**config.mk**
```make
export PLATFORM = sky130hd
export DESIGN_NAME = energy_detect_power_control
export DESIGN_NICKNAME = d
export VERILOG_FILES = /design/src/design/edpc_pkg.sv /design/src/design/edpc_sync2.sv /design/src/design/edpc_pulse_burst.sv /design/src/design/energy_detect_power_control.sv
export VERILOG_INCLUDE_DIRS = /design/src /design/src/design
export SDC_FILE = /design/constraint.sdc
export NUM_CORES = 1
export LEC_CHECK = 0
export ABC_AREA = 1
export BUFFER_PORTS_ARGS = -buffer_cell sky130_fd_sc_hd__buf_4
export CAP_MARGIN = 20
export CORE_MARGIN = 2
export CORE_UTILIZATION = 55
export DETAILED_ROUTE_END_ITERATION = 10
export PLACE_DENSITY = 0.76
export SLEW_MARGIN = 20
export SYNTH_ARGS = -nofsm -noshare
export SYNTH_HDL_FRONTEND = slang
export SYNTH_HIERARCHICAL = 1
export SYNTH_SLANG_ARGS = --single-unit
export TNS_END_PERCENT = 1
```
**constraint.sdc**
```tcl
create_clock -name clk_sys -period 2.9 [get_ports clk_sys]
set_clock_uncertainty 0.15 [all_clocks]
set_input_delay 0.145 -clock clk_sys [delete_from_list [all_inputs] [get_ports clk_sys]]
set_output_delay 0.145 -clock clk_sys [all_outputs]
set_load 0.01 [all_outputs]
```
**src/design/edpc_consts.svh**
```systemverilog
`ifndef EDPC_CONSTS_SVH
`define EDPC_CONSTS_SVH

// Register indices; the byte address is four times the index.
`define EDC_CTRL_IDX 6'h1d
`define EDC_STAT_IDX 6'h1e
`define EDC_MASK_IDX 6'h1f

// Bit positions of the energy detect control register.
`define EDC_B_ENABLE 15
`define EDC_B_AUTO_UP 14
`define EDC_B_AUTO_DOWN 13
`define EDC_B_MANUAL 12
`define EDC_B_BURST_DIS 11
`define EDC_B_PSTATE 10
`define EDC_B_ERR_HIT 9
`define EDC_B_DATA_HIT 8
`define EDC_ERR_THR_LSB 4
`define EDC_DATA_THR_LSB 0
`define EDC_THR_W 4

// Reset values.
`define EDC_AUTO_UP_RST 1'h1
`define EDC_AUTO_DOWN_RST 1'h1
`define EDC_THR_RST 4'h1
`define EDC_IRQ_MASK_RST 3'h0

// Interrupt status bit positions.
`define EDC_IRQ_W 3
`define EDC_IRQ_DATA 0
`define EDC_IRQ_ERR 1
`define EDC_IRQ_PWR 2

// Pulse burst lengths.
`define EDC_BURST_LEN 3'h4
`define EDC_SINGLE_LEN 3'h1

// Timing: clock rate, quiet interval, sequence and pulse spacing.
`define EDC_CLK_MHZ 200
`define EDC_QUIET_MS 2000
`define EDC_SEQ_CYCLES 64
`define EDC_PULSE_GAP 16

// AXI responses.
`define EDC_RESP_OKAY 2'h0
`define EDC_RESP_SLVERR 2'h2

`endif

```
**src/design/edpc_pkg.sv**
```systemverilog
package edpc_pkg;

    // Power sequencer states, one-hot.
    typedef enum logic [3:0] {
        PS_DOWN = 4'h1,
        PS_RISE = 4'h2,
        PS_UP = 4'h4,
        PS_FALL = 4'h8
    } pwr_state_t;

    // Register select codes from address decode.
    typedef enum logic [1:0] {
        SEL_NONE = 2'h0,
        SEL_CTRL = 2'h1,
        SEL_STAT = 2'h2,
        SEL_MASK = 2'h3
    } reg_sel_t;

    // Complete state of the sequencer core.
    typedef struct packed {
        pwr_state_t st;
        logic energy_sense_enable;
        logic auto_power_up;
        logic auto_power_down;
        logic pulse_burst_disable;
        logic sense_power_state;
        logic error_threshold_hit;
        logic data_threshold_hit;
        logic [3:0] error_threshold;
        logic [3:0] data_threshold;
        logic [3:0] err_cnt;
        logic [3:0] data_cnt;
        logic err_met;
        logic data_met;
        logic manual_req;
        logic burst_go;
        logic drive_on;
        logic [31:0] quiet;
        logic [15:0] seq;
        logic [2:0] irq_st;
        logic [2:0] irq_msk;
        logic irq;
        logic aw_got;
        logic w_got;
        logic [7:0] awaddr;
        logic [31:0] wdata;
        logic [3:0] wstrb;
        logic bvalid;
        logic [1:0] bresp;
        logic rvalid;
        logic [31:0] rdata;
        logic [1:0] rresp;
    } core_t;

    // State of the pulse burst generator.
    typedef struct packed {
        logic [2:0] left;
        logic [7:0] gap;
        logic pulse;
    } burst_t;

endpackage

```
**src/design/edpc_sync2.sv**
```systemverilog
`timescale 1ns/10ps
`default_nettype none

// Two-stage synchroniser for asynchronous level inputs.
module edpc_sync2 #(
    parameter int W = 1
) (
    input wire logic clk_sys,
    input wire logic [W-1:0] async_in,
    output logic [W-1:0] sync_out
);

    typedef struct packed {
        logic [W-1:0] s1;
        logic [W-1:0] s2;
    } sync_t;

    sync_t q;
    sync_t d;

    // The first stage feeds only the second stage.
    always_comb begin
        d.s1 = async_in;
        d.s2 = q.s1;
    end

    // No reset, so a strap level passes through while reset is held.
    always_ff @(posedge clk_sys) begin
        q <= d;
    end

    assign sync_out = q.s2;

endmodule

`default_nettype wire

```
**src/design/edpc_pulse_burst.sv**
```systemverilog
`timescale 1ns/10ps
`default_nettype none

`include "edpc_consts.svh"

// Sends one or a burst of energy detect pulses on each start that arrives while idle.
module edpc_pulse_burst #(
    parameter int GAP = `EDC_PULSE_GAP
) (
    input wire logic clk_sys,
    input wire logic srst,
    input wire logic start,
    input wire logic single,
    output logic pulse,
    output logic busy
);

    edpc_pkg::burst_t q;
    edpc_pkg::burst_t d;

    // Each pulse is one cycle wide, then GAP idle cycles follow.
    always_comb begin
        d = q;
        d.pulse = 1'b0;
        if (srst) begin
            d = '0;
        end else if (start && q.left == 3'h0) begin
            d.left = single ? `EDC_SINGLE_LEN : `EDC_BURST_LEN;
            d.gap = 8'h0;
        end else if (q.left != 3'h0) begin
            if (q.gap == 8'h0) begin
                d.pulse = 1'b1;
                d.left = q.left - 3'h1;
                d.gap = 8'(GAP);
            end else begin
                d.gap = q.gap - 8'h1;
            end
        end
    end

    always_ff @(posedge clk_sys) begin
        q <= d;
    end

    assign pulse = q.pulse;
    assign busy = (q.left != 3'h0);

endmodule

`default_nettype wire

```
**src/design/energy_detect_power_control.sv**
```systemverilog
// Design decision made here: the AXI4-Lite interface to the registers.
`timescale 1ns/10ps
`default_nettype none

`include "edpc_consts.svh"

module energy_detect_power_control #(
    parameter int unsigned QUIET_CYCLES =
        `EDC_QUIET_MS * 1000 * `EDC_CLK_MHZ,
    parameter int SEQ_CYCLES = `EDC_SEQ_CYCLES,
    parameter int PULSE_GAP = `EDC_PULSE_GAP
) (
    input wire logic clk_sys,
    input wire logic srst,
    // AXI4-Lite slave.
    input wire logic [7:0] s_axi_awaddr,
    input wire logic s_axi_awvalid,
    output logic s_axi_awready,
    input wire logic [31:0] s_axi_wdata,
    input wire logic [3:0] s_axi_wstrb,
    input wire logic s_axi_wvalid,
    output logic s_axi_wready,
    output logic [1:0] s_axi_bresp,
    output logic s_axi_bvalid,
    input wire logic s_axi_bready,
    input wire logic [7:0] s_axi_araddr,
    input wire logic s_axi_arvalid,
    output logic s_axi_arready,
    output logic [31:0] s_axi_rdata,
    output logic [1:0] s_axi_rresp,
    output logic s_axi_rvalid,
    input wire logic s_axi_rready,
    // Line side.
    input wire logic strap_energy_enable,
    input wire logic line_energy,
    input wire logic data_event,
    input wire logic error_event,
    output logic transmit_line_driver_on,
    output logic energy_pulse,
    output logic irq
);

    edpc_pkg::core_t q;
    edpc_pkg::core_t d;

    logic [1:0] pins_s;
    logic strap_s;
    logic energy_s;
    logic burst_busy;

    // Strap and line energy come from pins and are synchronised.
    edpc_sync2 #(
        .W(2)
    ) u_sync (
        .clk_sys(clk_sys),
        .async_in({strap_energy_enable, line_energy}),
        .sync_out(pins_s)
    );

    assign strap_s = pins_s[1];
    assign energy_s = pins_s[0];

    // Pulse generator fired when the sequencer powers the line driver up from PS_DOWN.
    edpc_pulse_burst #(
        .GAP(PULSE_GAP)
    ) u_burst (
        .clk_sys(clk_sys),
        .srst(srst),
        .start(q.burst_go),
        .single(q.pulse_burst_disable),
        .pulse(energy_pulse),
        .busy(burst_busy)
    );

    // Maps a byte address onto one of the three registers.
    function automatic edpc_pkg::reg_sel_t reg_sel(input logic [7:0] a);
        if (a == {`EDC_CTRL_IDX, 2'h0}) begin
            reg_sel = edpc_pkg::SEL_CTRL;
        end else if (a == {`EDC_STAT_IDX, 2'h0}) begin
            reg_sel = edpc_pkg::SEL_STAT;
        end else if (a == {`EDC_MASK_IDX, 2'h0}) begin
            reg_sel = edpc_pkg::SEL_MASK;
        end else begin
            reg_sel = edpc_pkg::SEL_NONE;
        end
    endfunction

    // Packs the control register image for reads.
    function automatic logic [31:0] ctrl_image(input edpc_pkg::core_t s);
        logic [31:0] v;
        v = 32'h0;
        v[`EDC_B_ENABLE] = s.energy_sense_enable;
        v[`EDC_B_AUTO_UP] = s.auto_power_up;
        v[`EDC_B_AUTO_DOWN] = s.auto_power_down;
        v[`EDC_B_BURST_DIS] = s.pulse_burst_disable;
        v[`EDC_B_PSTATE] = s.sense_power_state;
        v[`EDC_B_ERR_HIT] = s.error_threshold_hit;
        v[`EDC_B_DATA_HIT] = s.data_threshold_hit;
        v[`EDC_ERR_THR_LSB +: `EDC_THR_W] = s.error_threshold;
        v[`EDC_DATA_THR_LSB +: `EDC_THR_W] = s.data_threshold;
        ctrl_image = v;
    endfunction

    edpc_pkg::reg_sel_t wsel;
    edpc_pkg::reg_sel_t rsel;
    logic aw_hs;
    logic w_hs;
    logic ar_hs;
    logic do_write;
    logic data_met_now;
    logic err_met_now;

    // Bus handshakes: one write and one read under way at a time.
    assign aw_hs = s_axi_awvalid && s_axi_awready;
    assign w_hs = s_axi_wvalid && s_axi_wready;
    assign ar_hs = s_axi_arvalid && s_axi_arready;
    assign do_write = q.aw_got && q.w_got && !q.bvalid;
    assign wsel = reg_sel(q.awaddr);
    assign rsel = reg_sel(s_axi_araddr);
    assign data_met_now = (q.data_cnt >= q.data_threshold);
    assign err_met_now = (q.err_cnt >= q.error_threshold);

    // Next-state logic for bus slave, registers, counters and sequencer.
    always_comb begin
        d = q;
        d.manual_req = 1'b0;
        d.burst_go = 1'b0;

        // Write address and data are taken independently.
        if (aw_hs) begin
            d.aw_got = 1'b1;
            d.awaddr = s_axi_awaddr;
        end

        if (w_hs) begin
            d.w_got = 1'b1;
            d.wdata = s_axi_wdata;
            d.wstrb = s_axi_wstrb;
        end

        if (q.bvalid && s_axi_bready) begin
            d.bvalid = 1'b0;
        end

        // Register write once both halves are held.
        if (do_write) begin
            d.aw_got = 1'b0;
            d.w_got = 1'b0;
            d.bvalid = 1'b1;
            d.bresp = `EDC_RESP_OKAY;
            if (wsel == edpc_pkg::SEL_CTRL) begin
                if (q.wstrb[0]) begin
                    d.error_threshold =
                        q.wdata[`EDC_ERR_THR_LSB +: `EDC_THR_W];
                    d.data_threshold =
                        q.wdata[`EDC_DATA_THR_LSB +: `EDC_THR_W];
                end
                if (q.wstrb[1]) begin
                    d.energy_sense_enable = q.wdata[`EDC_B_ENABLE];
                    d.auto_power_up = q.wdata[`EDC_B_AUTO_UP];
                    d.auto_power_down = q.wdata[`EDC_B_AUTO_DOWN];
                    d.pulse_burst_disable = q.wdata[`EDC_B_BURST_DIS];
                    d.manual_req = q.wdata[`EDC_B_MANUAL];
                end
            end else if (wsel == edpc_pkg::SEL_STAT) begin
                if (q.wstrb[0]) begin
                    d.irq_st = q.irq_st & ~q.wdata[2:0];
                end
            end else if (wsel == edpc_pkg::SEL_MASK) begin
                if (q.wstrb[0]) begin
                    d.irq_msk = q.wdata[2:0];
                end
            end else begin
                d.bresp = `EDC_RESP_SLVERR;
            end
        end

        // Register read; reading control clears both threshold flags.
        if (q.rvalid && s_axi_rready) begin
            d.rvalid = 1'b0;
        end

        if (ar_hs) begin
            d.rvalid = 1'b1;
            d.rresp = `EDC_RESP_OKAY;
            if (rsel == edpc_pkg::SEL_CTRL) begin
                d.rdata = ctrl_image(q);
                d.error_threshold_hit = 1'b0;
                d.data_threshold_hit = 1'b0;
            end else if (rsel == edpc_pkg::SEL_STAT) begin
                d.rdata = {29'h0, q.irq_st};
            end else if (rsel == edpc_pkg::SEL_MASK) begin
                d.rdata = {29'h0, q.irq_msk};
            end else begin
                d.rdata = 32'h0;
                d.rresp = `EDC_RESP_SLVERR;
            end
        end

        // Saturating event counters.
        if (data_event && q.data_cnt != 4'hf) begin
            d.data_cnt = q.data_cnt + 4'h1;
        end

        if (error_event && q.err_cnt != 4'hf) begin
            d.err_cnt = q.err_cnt + 4'h1;
        end

        // Quiet timer drops stale counts after a long data-free spell.
        if (data_event) begin
            d.quiet = 32'h0;
        end else if (q.quiet >= QUIET_CYCLES - 1) begin
            d.quiet = 32'h0;
            d.data_cnt = 4'h0;
            d.err_cnt = 4'h0;
        end else begin
            d.quiet = q.quiet + 32'h1;
        end

        // Flags are set on crossing the threshold; a set beats a read.
        d.data_met = data_met_now;
        d.err_met = err_met_now;
        if (data_met_now && !q.data_met) begin
            d.data_threshold_hit = 1'b1;
            d.irq_st[`EDC_IRQ_DATA] = 1'b1;
        end

        if (err_met_now && !q.err_met) begin
            d.error_threshold_hit = 1'b1;
            d.irq_st[`EDC_IRQ_ERR] = 1'b1;
        end

        // Power sequencer; error counts never steer it.
        if (!q.energy_sense_enable) begin
            d.st = edpc_pkg::PS_UP;
            d.drive_on = 1'b1;
            d.sense_power_state = 1'b1;
            d.seq = 16'h0;
        end else begin
            case (q.st)
                edpc_pkg::PS_DOWN: begin
                    if (q.manual_req ||
                        (q.auto_power_up && data_met_now)) begin
                        d.st = edpc_pkg::PS_RISE;
                        d.seq = 16'h0;
                        d.drive_on = 1'b1;
                        d.burst_go = 1'b1;
                    end
                end

                // The driver counts as up only once the burst has ended.
                edpc_pkg::PS_RISE: begin
                    if (q.seq >= 16'(SEQ_CYCLES - 1) && !burst_busy) begin
                        d.st = edpc_pkg::PS_UP;
                        d.sense_power_state = 1'b1;
                        d.data_cnt = 4'h0;
                        d.err_cnt = 4'h0;
                        d.irq_st[`EDC_IRQ_PWR] = 1'b1;
                    end else begin
                        d.seq = q.seq + 16'h1;
                    end
                end

                edpc_pkg::PS_UP: begin
                    if (q.manual_req ||
                        (q.auto_power_down && !energy_s)) begin
                        d.st = edpc_pkg::PS_FALL;
                        d.seq = 16'h0;
                    end
                end

                edpc_pkg::PS_FALL: begin
                    if (q.seq >= 16'(SEQ_CYCLES - 1)) begin
                        d.st = edpc_pkg::PS_DOWN;
                        d.drive_on = 1'b0;
                        d.sense_power_state = 1'b0;
                        d.data_cnt = 4'h0;
                        d.err_cnt = 4'h0;
                        d.irq_st[`EDC_IRQ_PWR] = 1'b1;
                    end else begin
                        d.seq = q.seq + 16'h1;
                    end
                end

                default: begin
                    d.st = edpc_pkg::PS_UP;
                end
            endcase
        end

        // Registered level interrupt from unmasked sticky status.
        d.irq = |(d.irq_st & d.irq_msk);

        // Synchronous reset; enable takes the synchronised strap.
        if (srst) begin
            d = '0;
            d.st = edpc_pkg::PS_UP;
            d.drive_on = 1'b1;
            d.sense_power_state = 1'b1;
            d.energy_sense_enable = strap_s;
            d.auto_power_up = `EDC_AUTO_UP_RST;
            d.auto_power_down = `EDC_AUTO_DOWN_RST;
            d.error_threshold = `EDC_THR_RST;
            d.data_threshold = `EDC_THR_RST;
            d.irq_msk = `EDC_IRQ_MASK_RST;
        end
    end

    // Single state register.
    always_ff @(posedge clk_sys) begin
        q <= d;
    end

    // Ready terms are combinational; all data outputs are registered.
    assign s_axi_awready = !q.aw_got && !q.bvalid;
    assign s_axi_wready = !q.w_got && !q.bvalid;
    assign s_axi_arready = !q.rvalid;
    assign s_axi_bvalid = q.bvalid;
    assign s_axi_bresp = q.bresp;
    assign s_axi_rvalid = q.rvalid;
    assign s_axi_rdata = q.rdata;
    assign s_axi_rresp = q.rresp;
    assign transmit_line_driver_on = q.drive_on;
    assign irq = q.irq;

endmodule

`default_nettype wire

```
## Word-level counts from Yosys, hierarchy flattened

Index checks and enable logic that the tools add are counted.

- Output and inout bits: 44
- Register bits after elaboration: 187
- Bits of input ports: 63

- $lt $le $gt $ge: 4
- Muxes and demuxes: 87
- Eq/ne operators: 24
- $add $sub $neg: 6
- Reduce and logical (&&, ||, !) cells: 62
- Bitwise operators: 9

Operators by type and width:

| kind | count |
|---|---|
| 2-to-1 mux 167 bit | 1 |
| 2-to-1 mux 32 bit | 3 |
| 2-to-1 mux 16 bit | 5 |
| 2-to-1 mux 8 bit | 10 |
| one-hot mux 16 bit (4 select lines) | 1 |
| equality test 8 x 7 -> 1 bit (second input constant) | 6 |
| 2-to-1 mux 36 bit | 1 |
| 2-to-1 mux 4 bit | 9 |
| 2-to-1 mux 35 bit | 1 |
| adder 32 x 1 -> 32 bit (second input constant) | 1 |
| greater-or-equal comparator 32 x 29 -> 1 bit (second input constant) | 1 |
| 2-to-1 mux 2 bit | 16 |
| 2-to-1 mux 3 bit | 10 |
| nonzero test 2 bit | 13 |
| 2-to-1 mux 1 bit | 21 |
| logical AND 1 bit | 17 |
| adder 16 x 1 -> 16 bit (second input constant) | 1 |
| greater-or-equal comparator 16 x 6 -> 1 bit (second input constant) | 1 |
| one-hot mux 4 bit (4 select lines) | 1 |
| one-hot mux 8 bit (2 select lines) | 1 |
| AND reduction 3 bit | 5 |
| 2-to-1 mux 12 bit | 1 |
| 2-to-1 mux 6 bit | 2 |
| != test 2 bit (second input constant) | 6 |
| 28 further kinds | 58 |

## Logic depth before layout (Yosys ltp)

- Word-level depth: 15
- Gate-level depth with buffers: 13
- Depth with buffers taken out: 13

## Modules after synthesis

The synthesis kept the hierarchy.

By module, submodules not included:

| module | times used | area each (um^2) | cells an instance |
|---|---|---|---|
| energy_detect_power_control | 1 | 6784.0 | 964 |
| edpc_pulse_burst | 1 | 666.9 | 89 |
| edpc_sync2 | 1 | 80.1 | 4 |

## Worst setup path after synthesis

No wires, ideal clock.

- Kind: register to register
- From: register q[153] (netlist bit)
- To: register q (netlist bit transmit_line_driver_on)
- Period minus slack after synthesis: 1831 ps
- Arrival: 1547 ps
- Slack: 1069 ps
- Stages on the path, launching flop included: 13
- Cell sequence: dfxtp_1 -> inv_1 -> ha_1 -> inv_1 -> o21bai_1 -> nand2_1 -> nand3_1 -> nand2_1 -> nand3_1 -> buf_2 -> nand2_1 -> o21ai_0 -> nand3_1

- Cells in the longest elaborated chain, start to end: 5

Ends and longest elaborated chain:

| item | RTL line | RTL |
|---|---|---|
| start, declared | energy_detect_power_control.sv:43 | `edpc_pkg::core_t q;` |
| start signal, assigned | energy_detect_power_control.sv:311 | `q <= d;` |
| greater-or-equal comparator 4 bit | energy_detect_power_control.sv:120 | `assign data_met_now = (q.data_cnt >= q.data_threshold);` |
| logical AND 1 bit | energy_detect_power_control.sv:243 | `(q.auto_power_up && data_met_now)) begin` |
| logical OR 1 bit | energy_detect_power_control.sv:242 | `if (q.manual_req \|\|` |
| != test 2 bit (no line) | -- |  |
| AND reduction 3 bit (no line) | -- |  |

Every way passes these cells.
A chain may end at the register's enable or synchronous reset.

==> run summary <==
The run finished with clean final reports. The largest net degree at the start of global routing is 35. Startpoint of the most critical hold path: s_axi_araddr[0]. The worst register-to-register path ends at q[125]. Setup slack on the worst reg-to-reg path comes out at 0.72 ns.

Of the available clock period, the critical path in the final layout requires 76.6%. In this run the static leakage power is 3.67 nW. The standard cell core area was 13300 um2.

The clock passes through at most 2 buffers. Clock input transition at the sequential cells of the worst setup and hold paths: 0.06 ns. The number of pins exceeding their max-slew limit in the final report was 0; the core utilization of the finished layout was 66.9%.

The DRC violation count after routing is 0, and the number of cells traversed by the worst register-to-register path is 9. The run gives 6301 as the number of global-route vias before repair. Dividing the detail-routed via count by the number of cells gives 5.08.

The worst-case IR drop observed on VDD is 405 uV. The worst reg2reg path startpoint was q[107]. The height of the die is 121 um, and the number of filler instances in the final layout is 1155. Buffering stage count on the worst path with inverters included: 5.

The type of the worst setup path is input pin to flop. In this run the number of H-tree levels came out at 4. The synthesized area divided by synthesized cell count is 7.12 um2, and the net switching power of the design is 1.24 mW. For the pin with the worst max-slew slack, the measured transition is 0.690 ns. After layout, the minimum clock period comes to 2.22 ns. The library cell occupying the most area in the post-synthesis netlist is sky130_fd_sc_hd__dfxtp_1. The initial antenna violation count was 0.

Buffers inserted during clock tree synthesis total 17. For this run, the post-layout net count is 1222. The run gives 0 as the max capacitance violation total. TritonCTS built the clock tree. The clock reaches the later pin of the worst-skew pair after 0.42 ns. For the final routed database, the setup TNS stands at 0 ns. The logs give 1057 for the cell count after synthesis and 0 for the final number of setup-violating endpoints. Summed over all nets, the half-perimeter wirelength after detailed placement is 11600 um.

The primary flip-flop cell chosen by synthesis mapping is sky130_fd_sc_hd__dfxtp_1. For the count of nets left with antenna violations after detail routing, the log shows 0. The slowest stage cell on the critical path is sky130_fd_sc_hd__dlygate4sd3_1.

For this run, the top clock speed supported by timing is 0.450 GHz. The tools report the combinational cell fraction of total power as 11.5%. In this run, synthesis produced a sequential element count of 147. The initial utilization of the core area, before any placement, comes to 56.6%. The power share of the sequential group was 45.3%.

In this run, distinct cell masters in the synthesized netlist total 48. In this run the tightest slew margin relative to its limit is 53.9%. Summing over every cut layer, the via total after detailed routing is 6779. Across the whole layout, storage elements account for 2950 um2. The power density over cell area works out to 536 nW/um2.

The path category of the worst min-delay check was input pin to flop. The global-route wire length before repair was 28600 um; the count of flip-flops with a built-in enable after synthesis was 1. Summing all multi-input logic gate instances after layout gives 3780 um2.

The post-route netlist has 13.8% of its cells at a drive strength greater than 1. At the worst endpoint, the required time is 3.06 ns. STA classifies the critical path startpoint as an input pin. For this run, the slowest stage of the critical path takes 0.56 ns.

The die is 121 um wide. The run gives 6 as the number of warnings reported in the yosys synthesis log. Setup repair after global routing left no endpoint under its margin. The tools report the final wirelength as 16800 um. The type of element capturing the critical path was a flop. The tools report the terminating pin of the worst hold path as s_axi_rresp[1].

By area the synthesized netlist is led by sky130_fd_sc_hd__dfxtp_1, sky130_fd_sc_hd__nand2_1, sky130_fd_sc_hd__nor2_1. Summed over its instances, the top area cell type makes up 38.8% of the synthesized netlist area. In this run the core area contains 42 standard-cell rows. The cell sitting at the root of the clock tree is a sky130_fd_sc_hd__clkbuf_16. Relative to the synthesized area, the layout overhead comes to 18.1%.

The floorplan step defined a die boundary enclosing 14600 um2. Buffers added to address setup during post-CTS repair amount to 0. At the worst endpoint, the arrival time is 2.38 ns. Of all nets on the critical path, the largest fanout is 34. The family with the most delay on the worst path is buffers and inverters. Walking the worst path, the cells encountered are dlygate4sd3_1, buf_4, inv_1, buf_4, o21ai_0, a21oi_1, dlygate4sd3_1. In this run the count of I/O pins placed on the die edge is 107. The clock network accounts for 43.1% of the total power. The number of clock sinks came out at 147. The count of buffers added on input and output ports is 66.

In this run switching power makes up 26.0% of total power. The count of final hold-check violations is 0, and the per-cell routed wire length is 12.6 um. The first-pass iteration count of the detailed router is 5, and the share of synthesized flip-flops with an asynchronous set or reset is 0%.

The global-route congestion overflow total was 0; the worst-case hold slack was 0.124 ns. Summing every instance area after synthesis gives 7530 um2. For this block, the initial DRC count from the detailed router was 478. For the internal portion of total power, the log shows 3.53 mW. The logs give 0.881 for the final RePlAce weighted congestion and 39.2% for the part of the Yosys area used for sequential elements. 0 antenna diodes ended up in the layout. Total global routing track utilization: 23.9%. Hold path depth: 6.
-- power by group through the flow --
stage / registers, mW / clock network (mW) / logic, mW
CTS: 2.16 / 2.09 / 0.545
global route: 2.17 / 2.19 / 0.624
global placement: 2.20 / 0 / 0.490
detailed placement: 2.20 / 0 / 0.501
finish: 2.16 / 2.06 / 0.550
floorplan: 2.19 / 0 / 0.407
-- layout make-up --
type	instances	area share [%]
Clock buffer	21	5.06
Clock inverter	11	1.17
Inverter	127	5.36
Multi-Input combinational cell	744	42.5
Sequential cell	147	33.2
Tap cell	176	2.48
Timing Repair Buffer	109	10.2
-- cells in the mapped netlist, types with 2 or more instances --
master and n:
sky130_fd_sc_hd__nand2_1 222, sky130_fd_sc_hd__nor2_1 150, sky130_fd_sc_hd__dfxtp_1 146, sky130_fd_sc_hd__inv_1 123, sky130_fd_sc_hd__a21oi_1 80, sky130_fd_sc_hd__nand3_1 51
sky130_fd_sc_hd__o21ai_0 51, sky130_fd_sc_hd__buf_4 39, sky130_fd_sc_hd__nand4_1 27, sky130_fd_sc_hd__nor3_1 25, sky130_fd_sc_hd__xor2_1 18, sky130_fd_sc_hd__nand3_2 14
sky130_fd_sc_hd__ha_1 13, sky130_fd_sc_hd__clkbuf_1 11, sky130_fd_sc_hd__a21oi_2 10, sky130_fd_sc_hd__nand2_2 6, sky130_fd_sc_hd__o211ai_1 6, sky130_fd_sc_hd__xnor2_1 6
sky130_fd_sc_hd__buf_2 5, sky130_fd_sc_hd__nor2_4 5, sky130_fd_sc_hd__nand2_4 4, sky130_fd_sc_hd__nand3_4 4, sky130_fd_sc_hd__nor2_2 4, sky130_fd_sc_hd__or2_2 4
sky130_fd_sc_hd__buf_1 3, sky130_fd_sc_hd__a211oi_1 2, sky130_fd_sc_hd__clkinv_1 2, sky130_fd_sc_hd__inv_2 2, sky130_fd_sc_hd__nor3b_1 2, sky130_fd_sc_hd__o21bai_1 2
sky130_fd_sc_hd__or2_0 2, sky130_fd_sc_hd__or2_1 2
-- how the worst max path moves through the flow --
stage | cells after the start | slack (ns) | start | endpoint
floorplan | 12 | 1.07 | q[153] | transmit_line_driver_on
global placement | 9 | 0.52 | q[167] | irq
detailed placement | 9 | 0.52 | q[167] | irq
CTS | 9 | 0.51 | q[167] | irq
global route | 8 | 0.53 | q[169] | q[150]
finish | 7 | 0.68 | srst | q[42]
-- routing by layer --
metal | vias up | part of all wire (%) | global-route usage, %
li1 | 3518 | - | -
met1 | 3086 | 47 | 30.4
met2 | 158 | 47 | 40.0
met3 | 17 | 4.3 | 5.64
met4 | 0 | 1.2 | 7.85
met5 | - | 0 | 0
-- repair_timing --
item	4_1_cts	5_1_grt
hold buffers	36	0
endpoints found under the hold margin	43	0
gates resized for setup	0	0
-- metrics by stage --
step	std cells	worst slack, ns	area [um2]	power, mW
6_report	1335	0.677	8890	4.77
5_1_grt	1335	0.526	8890	4.98
4_1_cts	1335	0.508	8890	4.80
3_5_place_dp	1267	0.524	7980	2.70
3_3_place_gp	1267	0.521	7980	2.69
2_1_floorplan	1078	1.07	7610	2.59
-- cells by family (layout without fill, tap and decap cells) --
family                     count (synthesis)  in the layout  synth area share, %
AOI/OAI and AO/OA                        156            156                 11.4
DFF                                      147            147                 39.2
and+or+nand+nor                          528            528                 32.6
xor gates and xnor gates                  24             24                 2.79
buffers and inverters                    187            268                 11.7
adders and majority gates                 13             13                 2.16
muxes                                      1              1                0.133
other                                      1             22               0.0498
-- worst reg2reg max path, delay by kind of cell (launching register included) --
family          cells  cell delay [ns]
buf+inv             1             0.31
fa+ha+maj           1             0.22
flops               1             0.37
compound gates      2             0.20
simple gates        5             0.81
-- registers in the layout, indices dropped and copies added, names as in the netlist --
| register | count |
|---|---|
| u_burst/q | 11 |
| s_axi_rresp | 1 |
| s_axi_bvalid | 1 |
| u_burst/pulse | 1 |
| s_axi_bresp | 1 |
| s_axi_rvalid | 1 |
| u_sync/sync_out | 2 |
| irq | 1 |
| s_axi_rdata | 15 |
| u_sync/d | 2 |
| q | 110 |
| transmit_line_driver_on | 1 |
-- layout by cell type, fill, tap and decap left out, types with 3 or more instances in the layout --
master	n
sky130_fd_sc_hd__nor2_4	5
sky130_fd_sc_hd__nand3_2	14
sky130_fd_sc_hd__nor2_1	149
sky130_fd_sc_hd__nand4_1	27
sky130_fd_sc_hd__clkbuf_1	3
sky130_fd_sc_hd__nor2_2	5
sky130_fd_sc_hd__inv_1	123
sky130_fd_sc_hd__nand2_2	6
sky130_fd_sc_hd__conb_1	22
sky130_fd_sc_hd__nor3_1	25
sky130_fd_sc_hd__inv_6	3
sky130_fd_sc_hd__clkbuf_16	17
sky130_fd_sc_hd__nand2_1	222
sky130_fd_sc_hd__buf_4	73
sky130_fd_sc_hd__dlygate4sd3_1	36
sky130_fd_sc_hd__xnor2_1	6
sky130_fd_sc_hd__ha_1	13
sky130_fd_sc_hd__clkinvlp_4	5
sky130_fd_sc_hd__a21oi_1	80
sky130_fd_sc_hd__nand2_4	4
sky130_fd_sc_hd__o21ai_0	51
sky130_fd_sc_hd__a21oi_2	10
sky130_fd_sc_hd__xor2_1	18
sky130_fd_sc_hd__or2_2	4
sky130_fd_sc_hd__o211ai_1	6
sky130_fd_sc_hd__nand3_1	51
sky130_fd_sc_hd__dfxtp_1	146
sky130_fd_sc_hd__nand3_4	4
Note: power is estimated with default switching activity, not from simulation.
